===== src/verilog/cku_pkg.sv =====
// package for the customer key unlock block: map, fields, resets, carriers
package cku_pkg;

  ////////////////////////////////////////////////////////////////////////
  // sizes
  localparam int NUM_SETS  = 3;
  localparam int KEY_WORDS = 8;
  localparam int WORD_W    = 32;
  localparam int KEY_W     = 256;
  localparam int ADDR_W    = 12;
  localparam int IRQ_W     = 6;

  ////////////////////////////////////////////////////////////////////////
  // register offsets (byte addresses)
  localparam logic [11:0] OFS_KEY_A    = 12'h060;
  localparam logic [11:0] OFS_KEY_B    = 12'h080;
  localparam logic [11:0] OFS_KEY_C    = 12'h0c0;
  localparam logic [11:0] OFS_STATUS   = 12'h100;
  localparam logic [11:0] OFS_IRQ_STAT = 12'h104;
  localparam logic [11:0] OFS_IRQ_MASK = 12'h108;

  ////////////////////////////////////////////////////////////////////////
  // field positions
  localparam int POS_LOCK_A = 4;
  localparam int POS_LOCK_B = 5;
  localparam int POS_LOCK_C = 6;
  localparam int POS_EV_DONE = 0;  // bits 2:0, one per set a, b, c
  localparam int POS_EV_ERR  = 3;  // bits 5:3, one per set a, b, c

  ////////////////////////////////////////////////////////////////////////
  // reset values and bus constants
  localparam logic [31:0] RST_KEY_WORD = 32'h0000_0000;
  localparam logic [2:0]  RST_LOCKED   = 3'h7;
  localparam logic [5:0]  RST_IRQ      = 6'h00;
  localparam logic [3:0]  FULL_STRB    = 4'hf;
  localparam logic [2:0]  LAST_WORD    = 3'h7;

  typedef enum logic [1:0] {
    SET_A = 2'b00,
    SET_B = 2'b01,
    SET_C = 2'b10
  } cku_set_e;

  // apb request from the master
  typedef struct packed {
    logic              psel;
    logic              penable;
    logic              pwrite;
    logic [ADDR_W-1:0] paddr;
    logic [31:0]       pwdata;
    logic [3:0]        pstrb;
  } cku_apb_req_s;

  // apb answer to the master
  typedef struct packed {
    logic [31:0] prdata;
    logic        pready;
    logic        pslverr;
  } cku_apb_rsp_s;

  // address decode result
  typedef struct packed {
    logic       key_hit;
    logic [1:0] set;
    logic [2:0] word;
  } cku_dec_s;

endpackage


===== src/verilog/cku_top.sv =====
// customer key unlock: three key word sets, apb slave, lock status, irq
//
// Chosen here: the APB interface to the registers.
`timescale 1ns/1ps
`default_nettype none

module cku_top (
  input  wire logic                 sys_clk,
  input  wire logic                 rst,
  input  wire cku_pkg::cku_apb_req_s apb_req,
  output var  cku_pkg::cku_apb_rsp_s apb_rsp,
  input  wire logic [255:0]         ref_key_a,
  input  wire logic [255:0]         ref_key_b,
  input  wire logic [255:0]         ref_key_c,
  output logic                      cust_a_locked,
  output logic                      cust_b_locked,
  output logic                      cust_c_locked,
  output logic                      irq
);
  import cku_pkg::*;

  ////////////////////////////////////////////////////////////////////////
  // elaboration checks: the decode assumes these shapes
  if (KEY_WORDS != 8 || KEY_W != KEY_WORDS * WORD_W || ADDR_W < 9) begin : g_chk
    $error("cku_top: unsupported key or address shape");
  end

  ////////////////////////////////////////////////////////////////////////
  // state
  logic [31:0] key           [NUM_SETS][KEY_WORDS];
  logic [31:0] next_key      [NUM_SETS][KEY_WORDS];
  logic [2:0]  seq_idx       [NUM_SETS];
  logic [2:0]  next_seq_idx  [NUM_SETS];
  logic        seq_bad       [NUM_SETS];
  logic        next_seq_bad  [NUM_SETS];
  logic [2:0]  locked;
  logic [2:0]  next_locked;
  logic [5:0]  irq_stat;
  logic [5:0]  next_irq_stat;
  logic [5:0]  irq_mask;
  logic [5:0]  next_irq_mask;
  logic [31:0] rdata;
  logic [31:0] next_rdata;
  logic        slverr;
  logic        next_slverr;

  logic [255:0] ref_key [NUM_SETS];
  cku_dec_s     dec;
  logic         setup_ph;
  logic         wr_ok;

  ////////////////////////////////////////////////////////////////////////
  // address decode, shared by read and write paths
  function automatic cku_dec_s decode(input logic [ADDR_W-1:0] a);
    cku_dec_s d;
    d = '0;
    d.word = a[4:2];
    if (a[1:0] == 2'b00) begin
      if (a[ADDR_W-1:5] == OFS_KEY_A[ADDR_W-1:5]) begin
        d.key_hit = 1'b1;
        d.set = SET_A;
      end else if (a[ADDR_W-1:5] == OFS_KEY_B[ADDR_W-1:5]) begin
        d.key_hit = 1'b1;
        d.set = SET_B;
      end else if (a[ADDR_W-1:5] == OFS_KEY_C[ADDR_W-1:5]) begin
        d.key_hit = 1'b1;
        d.set = SET_C;
      end
    end
    return d;
  endfunction

  // references are only ever read here, never written back
  assign ref_key[0] = ref_key_a;
  assign ref_key[1] = ref_key_b;
  assign ref_key[2] = ref_key_c;

  assign dec      = decode(apb_req.paddr);
  assign setup_ph = apb_req.psel & ~apb_req.penable;
  // write lands at the access edge unless the setup check flagged an error
  assign wr_ok    = apb_req.psel & apb_req.penable & apb_req.pwrite & ~slverr;

  ////////////////////////////////////////////////////////////////////////
  // bus answer: read data and error are sampled in setup, so no wait state
  always_comb begin
    next_rdata  = rdata;
    next_slverr = slverr;
    if (setup_ph) begin
      next_rdata  = 32'h0000_0000;
      next_slverr = 1'b0;
      if (dec.key_hit) begin
        next_rdata = key[dec.set][dec.word];
        // byte or halfword writes refused as a whole
        next_slverr = apb_req.pwrite && (apb_req.pstrb != FULL_STRB);
      end else if (apb_req.paddr == OFS_STATUS) begin
        next_rdata[POS_LOCK_A] = locked[0];
        next_rdata[POS_LOCK_B] = locked[1];
        next_rdata[POS_LOCK_C] = locked[2];
        next_slverr = apb_req.pwrite;  // status is read only
      end else if (apb_req.paddr == OFS_IRQ_STAT) begin
        next_rdata[IRQ_W-1:0] = irq_stat;
      end else if (apb_req.paddr == OFS_IRQ_MASK) begin
        next_rdata[IRQ_W-1:0] = irq_mask;
      end else begin
        next_slverr = 1'b1;  // unmapped
      end
    end
  end

  always_ff @(posedge sys_clk or posedge rst) begin
    if (rst) begin
      rdata  <= 32'h0000_0000;
      slverr <= 1'b0;
    end else begin
      rdata  <= next_rdata;
      slverr <= next_slverr;
    end
  end

  assign apb_rsp.prdata  = rdata;
  assign apb_rsp.pready  = 1'b1;
  assign apb_rsp.pslverr = slverr;

  ////////////////////////////////////////////////////////////////////////
  // key words, write order tracking and compare
  always_comb begin
    logic [255:0] cand;
    logic [5:0]   ev;
    logic         in_order;
    cand = '0;
    ev = '0;
    in_order = 1'b0;
    next_key     = key;
    next_seq_idx = seq_idx;
    next_seq_bad = seq_bad;
    next_locked  = locked;
    for (int s = 0; s < NUM_SETS; s++) begin
      if (wr_ok && dec.key_hit && dec.set == s[1:0]) begin
        next_key[s][dec.word] = apb_req.pwdata;
        in_order = !seq_bad[s] && (dec.word == seq_idx[s]);
        if (dec.word == LAST_WORD) begin
          // word n sits at bits 32n+31:32n, word 7 taken from the bus
          for (int j = 0; j < KEY_WORDS - 1; j++) begin
            cand[j*WORD_W +: WORD_W] = key[s][j];
          end
          cand[KEY_W-1 -: WORD_W] = apb_req.pwdata;
          // a broken sequence never unlocks, whatever the words hold
          next_locked[s] = !(in_order && cand == ref_key[s]);
          ev[POS_EV_DONE + s] = 1'b1;
          ev[POS_EV_ERR + s]  = !in_order;
          next_seq_idx[s] = 3'h0;
          next_seq_bad[s] = 1'b0;
        end else if (dec.word == 3'h0) begin
          // word 0 always starts a fresh sequence
          next_seq_idx[s] = 3'h1;
          next_seq_bad[s] = 1'b0;
        end else if (in_order) begin
          next_seq_idx[s] = dec.word + 3'h1;
        end else begin
          next_seq_bad[s] = 1'b1;
          ev[POS_EV_ERR + s] = !seq_bad[s];
        end
      end
    end
    // interrupt status: write one to clear, a new event wins over the clear
    next_irq_stat = irq_stat;
    next_irq_mask = irq_mask;
    if (wr_ok && apb_req.paddr == OFS_IRQ_STAT) begin
      next_irq_stat = irq_stat & ~apb_req.pwdata[IRQ_W-1:0];
    end
    if (wr_ok && apb_req.paddr == OFS_IRQ_MASK) begin
      next_irq_mask = apb_req.pwdata[IRQ_W-1:0];
    end
    next_irq_stat = next_irq_stat | ev;
  end

  // all key words clear to zero; sets start locked
  always_ff @(posedge sys_clk or posedge rst) begin
    if (rst) begin
      for (int s = 0; s < NUM_SETS; s++) begin
        for (int j = 0; j < KEY_WORDS; j++) begin
          key[s][j] <= RST_KEY_WORD;
        end
        seq_idx[s] <= 3'h0;
        seq_bad[s] <= 1'b0;
      end
      locked   <= RST_LOCKED;
      irq_stat <= RST_IRQ;
      irq_mask <= RST_IRQ;
    end else begin
      key      <= next_key;
      seq_idx  <= next_seq_idx;
      seq_bad  <= next_seq_bad;
      locked   <= next_locked;
      irq_stat <= next_irq_stat;
      irq_mask <= next_irq_mask;
    end
  end

  ////////////////////////////////////////////////////////////////////////
  // outputs
  assign cust_a_locked = locked[0];
  assign cust_b_locked = locked[1];
  assign cust_c_locked = locked[2];
  assign irq           = |(irq_stat & irq_mask);

endmodule

`default_nettype wire


===== config.mk =====
export PLATFORM = sky130hd
export DESIGN_NAME = cku_top
export DESIGN_NICKNAME = d
export VERILOG_FILES = /design/src/verilog/cku_pkg.sv /design/src/verilog/cku_top.sv
export SDC_FILE = /design/constraint.sdc
export NUM_CORES = 2
export LEC_CHECK = 0
export ABC_CLOCK_PERIOD_IN_PS = 87000
export BUFFER_PORTS_ARGS = -buffer_cell sky130_fd_sc_hd__buf_4
export CAP_MARGIN = 25
export CORE_MARGIN = 4
export CORE_UTILIZATION = 41
export DETAILED_ROUTE_END_ITERATION = 6
export HOLD_SLACK_MARGIN = 0.03
export PLACE_DENSITY = 0.65
export REMOVE_ABC_BUFFERS = 1
export SLEW_MARGIN = 10
export SYNTH_ARGS = -nofsm -noshare
export SYNTH_HDL_FRONTEND = slang
export SYNTH_SLANG_ARGS = --single-unit

===== constraint.sdc =====
create_clock -name sys_clk -period 87 [get_ports sys_clk]
set_input_delay 13.05 -clock sys_clk [delete_from_list [all_inputs] [get_ports sys_clk]]
set_output_delay 13.05 -clock sys_clk [all_outputs]
set_load 0.02 [all_outputs]

## After elaboration in Yosys (flattened, before gate mapping)

Cells that the tools add are included.

| operators by class | value |
|---|---|
| multiplexer cells | 61 |
| magnitude comparators | 3 |
| $add $sub $neg | 1 |
| reduce and logical (&&, ||, !) cells | 39 |
| eq/ne operators | 19 |
| bitwise logic cells | 12 |

Operators with widths:

| operator | number |
|---|---|
| $bwmux 256 | 3 |
| $eq 256x256->1 | 3 |
| $bmux 256 s2 | 1 |
| $mux 256 | 2 |
| $bmux 32 s3 | 1 |
| $demux 32 s3 | 1 |
| $mux 32 | 3 |
| $mux 3 | 13 |
| $eq 12x9->1 const B | 3 |
| $mux 1 | 30 |
| $mux 25 | 1 |
| $mux 6 | 3 |
| $reduce_and 2->1 | 9 |
| $eq 7x3->1 const B | 2 |
| $logic_and 1x1->1 | 14 |
| $and 6x6->6 | 2 |
| $eq 3x3->1 | 3 |
| $logic_not 1->1 | 9 |
| $reduce_bool 3->1 | 3 |
| $eq 7x2->1 const B | 1 |
| $mux 7 | 1 |
| $ne 3x1->1 const B | 2 |
| $not 6->6 | 1 |
| $or 6x6->6 | 1 |
| other kinds (18) | 23 |

| storage, ports and cells | value |
|---|---|
| bits of input ports | 821 |
| bits in registers | 828 |
| logic and storage cells | 172 |
| output and inout port bits | 38 |

## Logic depth before layout (Yosys ltp)

| depth | value |
|---|---|
| word-level depth | 13 |
| mapped depth | 11 |
| mapped depth without buffers | 9 |

## Least setup slack after synthesis

OpenSTA, ideal clock, no wires.

| timing | value |
|---|---|
| kind | input to register |
| start | in apb_req[45] in the netlist's numbering |
| end | reg rdata[3] |
| path slack | 71.778 ns |
| data arrival time | 15.096 ns |
| path buffers | 2 |
| data required time | 86.874 ns |
| stages | 9 |
| setup time | 0.126 ns |
| cells stage by stage | or4_4 -> or4_4 -> buf_6 -> buf_6 -> nand2_1 -> a21oi_1 -> nor4_1 -> nand4_1 -> a221o_1 |

| between the ends | value |
|---|---|
| cells in the longest elaborated chain, start to end | 13 |
| elaborated cells on any way between the ends | 21 |
| classes of those cells | 6 x eq/ne; 14 x mux; 1 x bitwise |

RTL lines:

| item | line | source |
|---|---|---|
| from (decl) | cku_top.sv:10 | `input wire cku_pkg::cku_apb_req_s apb_req,` |
| $eq 7x3->1 | cku_top.sv:65 | `end else if (a[ADDR_W-1:5] == OFS_KEY_C[ADDR_W-1:5]) begin` |
| $mux 3 | cku_top.sv:65 |  |
| $mux 3 | cku_top.sv:62 | `end else if (a[ADDR_W-1:5] == OFS_KEY_B[ADDR_W-1:5]) begin` |
| $mux 3 | cku_top.sv:59 | `if (a[ADDR_W-1:5] == OFS_KEY_A[ADDR_W-1:5]) begin` |
| $mux 3 | cku_top.sv:58 | `if (a[1:0] == 2'b00) begin` |
| $not 2->3 (not written as such) | cku_top.sv:92 | `next_rdata = key[dec.set][dec.word];` |
| $bmux 256 s2 | cku_top.sv:92 |  |
| $mux 256 (not written as such) (2 in a row) | cku_top.sv:92 |  |
| $bmux 32 s3 | cku_top.sv:92 |  |
| $mux 32 (not written as such) (2 in a row) | cku_top.sv:92 |  |
| $mux 7 (*) | cku_top.sv:91 | `if (dec.key_hit) begin` |
| to (signal assigned) | cku_top.sv:115 | `rdata <= next_rdata;` |
| to (decl) | cku_top.sv:42 | `logic [31:0] rdata;` |

Every way passes the cells marked *; elsewhere a longest branch is shown, timed or not. The select of a mux whose other input is x is not followed.
A chain may end at the register's enable or synchronous reset.

## Worst setup path in the final report

| timing | value |
|---|---|
| start | in apb_req[45] in the netlist's numbering |
| end | reg rdata[18] |

| between the ends | value |
|---|---|
| cells in the longest elaborated chain, start to end | 13 |
| elaborated cells on any way between the ends | 15 |
| classes of those cells | 3 x eq/ne; 11 x mux; 1 x bitwise |

RTL lines:

| item | line |
|---|---|
| $eq 7x3->1 | cku_top.sv:65 |
| $mux 3 | cku_top.sv:65 |
| $mux 3 | cku_top.sv:62 |
| $mux 3 (*) | cku_top.sv:59 |
| $mux 3 (*) | cku_top.sv:58 |
| $not 2->3 (not written as such) | cku_top.sv:92 |
| $bmux 256 s2 | cku_top.sv:92 |
| $mux 256 (not written as such) (2 in a row) | cku_top.sv:92 |
| $bmux 32 s3 | cku_top.sv:92 |
| $mux 32 (not written as such) (2 in a row) | cku_top.sv:92 |
| $mux 25 (*) | cku_top.sv:91 |

Marked as above.

==> run summary <==
Seq/Total Area, Yosys -> 0.446
DR pass1 iterations -> 7
Syn Area/Cell -> 10.6 um2
Post-synth EDFFs -> 0
Worst R2R Setup Slack -> 83.07 ns
Hold Path Sink -> key[232]
Worst path slowest cell -> or4_4
PnR worst setup slack -> 70.66 ns
Hold Violations, Final -> 0
Max Slew Vio Count -> 0
CORE AREA -> 112,000 um2
final routed DRC violation total -> 3
hold depth -> 2
clock-pin slew on the worst setup and hold paths -> 0.07 ns
Synth async-reset ratio -> 1.00
commonest non-fill, non-tap cell in the layout -> buf_4
failing checks -> DRC
CP startpoint -> apb_req[45]
Fin Setup TNS -> 0 ns
Cells after Synth -> 4,388
DRT iter0 DRCs -> 7,151
startpoint types -> primary input
vias in the first global route -> 42,300
status -> finished with violations
Least-Margin Pin Slew -> 1.27 ns
Max Freq -> 61.2 MHz
CP required -> 87.60 ns
Worst VDD drop -> 0.0000155 V
# resized after CTS -> 0
R2R cell count -> 7
PortBufs -> 857
Yosys reg bits -> 828
min-delay worst type -> reg -> reg
RSZ-0062 raised after global routing -> no
clock tree buffer depth -> 3
initial antenna violation count -> 42
Fillers -> 10,400
area share of xor/xnor cells in the synthesized design -> 0.128
Synth Warn # -> 0
largest net degree at the start of global routing -> 101
final wirelength -> 300,000 um
area post-placement -> 54,700 um2
starting density of the core -> 0.413
CTS Buf Count -> 92
CP Capture Type -> flip-flop
worst r2r dst -> locked[0]
max-cap violations -> 0
Final min period -> 16.34 ns
clock sink count -> 828
DIE HEIGHT -> 345 um
Design Area, Final -> 58,200 um2
crit-path max cell delay -> 0.71 ns
Hold WS -> 0.479 ns
clock root buffer -> clkbuf_16
post-synthesis simple-gate area fraction -> 0.109
hpwl dp -> 226,000 um
post-place setup slack -> 69.71 ns
clock skew -> 0.0283 ns
I/O pin cnt -> 859
period utilization -> 0.188
Setup violations, final -> 0
clk_lat worst skew -> 0.71 ns
largest family of logic cells by synthesized area -> multiplexers
top_reg_cell synth -> dfrtp_1
Die W -> 345 um
vias -> 45,000
drt wl/cell -> 44.3 um
GRT Resource Usage Total -> 0.488
share of layout cells above drive strength 1 -> 0.354
number of H-tree levels -> 3
area delta synth->final -> 25.1%
worst path arrival time -> 16.94 ns
Synth Area in Adders -> 0.00135
most used cell, CP -> buf_4
worst flop-to-flop path startpoint -> key[705]
Static Leak -> 27.6 nW
crit-path cells -> buf_4 -> or4_4 -> or4_4 -> buf_4 -> buf_4 -> nor2_1 -> a211oi_1 -> a2111oi_2 -> o2111ai_1 -> o31ai_2
worst-path fanout max -> 61
mux cell area share after synthesis -> 0.187
Final Core Density -> 0.517
RD Place Congestion -> 1.05
pwr/cell area -> 16.1 nW/um2
Final ANT Viol Nets -> 0
CTS tree -> built
GR Overflow Total -> 0
post-synth cell types -> 73
cell area after synthesis -> 46,500 um2
final net count -> 5,979
row cnt -> 123
most frequent cells in the layout -> buf_4, dfrtp_1, mux2_2
Compound-Gate Fraction of Synth Area -> 0.0939
relative slew slack -> 0.147
Crit Path Category -> in -> reg
# Post-CTS Setup Buffers -> 0
first-pass GRT wire length -> 384,000 um
hold buffer count at CTS -> 0
drt via density -> 6.66
total die area -> 119,000 um2
worst hold path startpoint -> key[232]
[worst max-delay path, delay by kind of cell]
kind / cells / cell delay (ns)
AND/OR/NAND/NOR: 3 / 1.46
AO/OA/AOI/OAI: 4 / 1.23
buffers and inverters: 3 / 1.10
[per-layer routing]
layer	track usage	vias up	routed length [um]
li1	-	17200	-
met1	0.590	22400	104000
met2	0.685	4262	121000
met3	0.208	1108	45000
met4	0.371	16	29700
met5	0	-	100
[where the power goes]
part	switching [mW]	total, mW	internal (mW)	leakage, nW
logic	0.0762	0.120	0.0433	14.5
registers	0.000737	0.386	0.386	11.5
clock network	0.180	0.432	0.253	1.59
total	0.256	0.938	0.682	27.6
[cell usage after synthesis, types with 13 or more instances]
| library cell | count | share of area |
|---|---|---|
| a211oi_1 | 25 | 0.0040 |
| a21oi_1 | 108 | 0.012 |
| a221oi_1 | 16 | 0.0030 |
| a22o_1 | 18 | 0.0034 |
| a22oi_1 | 22 | 0.0036 |
| and3_1 | 15 | 0.0020 |
| buf_1 | 20 | 0.0016 |
| buf_2 | 50 | 0.0054 |
| clkbuf_1 | 236 | 0.019 |
| dfrtp_1 | 825 | 0.44 |
| inv_1 | 97 | 0.0078 |
| mux2_2 | 653 | 0.16 |
| mux2i_1 | 132 | 0.028 |
| nand2_1 | 313 | 0.025 |
| nand2b_1 | 18 | 0.0024 |
| nand3_1 | 63 | 0.0068 |
| nand3b_1 | 16 | 0.0026 |
| nand4_1 | 128 | 0.017 |
| nor2_1 | 184 | 0.015 |
| nor2b_1 | 22 | 0.0030 |
| nor3_1 | 16 | 0.0017 |
| nor3b_1 | 51 | 0.0082 |
| nor4_1 | 131 | 0.018 |
| o2111ai_1 | 24 | 0.0045 |
| o211ai_1 | 55 | 0.0089 |
| o21ai_0 | 251 | 0.027 |
| o221ai_1 | 13 | 0.0024 |
| o22ai_1 | 61 | 0.0082 |
| o2bb2ai_1 | 18 | 0.0034 |
| xnor2_1 | 342 | 0.064 |
| xor2_1 | 337 | 0.063 |
[worst max path at each step]
stage	end
after global placement	rdata[6]
final	rdata[18]
after floorplan	irq_mask[0]
after global routing	seq_idx[8]
after CTS	key[27]
after detailed placement	irq_mask[5]
[state kept, by name, summed over array words and instances (netlist names)]
| signal | flops |
|---|---|
| locked | 3 |
| seq_idx | 9 |
| irq_stat | 6 |
| slverr | 1 |
| irq_mask | 6 |
| key | 768 |
| rdata | 32 |
| seq_bad | 3 |
[logic make-up (layout without fill, tap and decap cells)]
family,Yosys count,after routing
and+or+nand+nor,994,994
DFF,828,828
muxes,785,785
AOI/OAI and AO/OA,683,683
xor gates and xnor gates,679,679
buffers and inverters,413,1253
adders and majority gates,5,5
other,1,30
[area by class of cell]
type                    instances  area (um2)  area share
flip-flops and latches        828       20700       0.356
well taps                    1500        1880      0.0323
repair buffers                985        7520       0.129
multi-input cells            3147       24400       0.419
clock buffers                 132        2720      0.0467
clock inverters                37         534     0.00918
diodes                         29        72.6     0.00125
inverters                      99         379     0.00652
[through the flow]
stage	instances	power (mW)
6_report	6757	0.938
5_1_grt	6734	0.949
4_1_cts	6712	0.928
3_5_place_dp	6543	0.507
3_3_place_gp	6531	0.506
2_1_floorplan	4074	0.425
(Power assumes the default switching activity.)
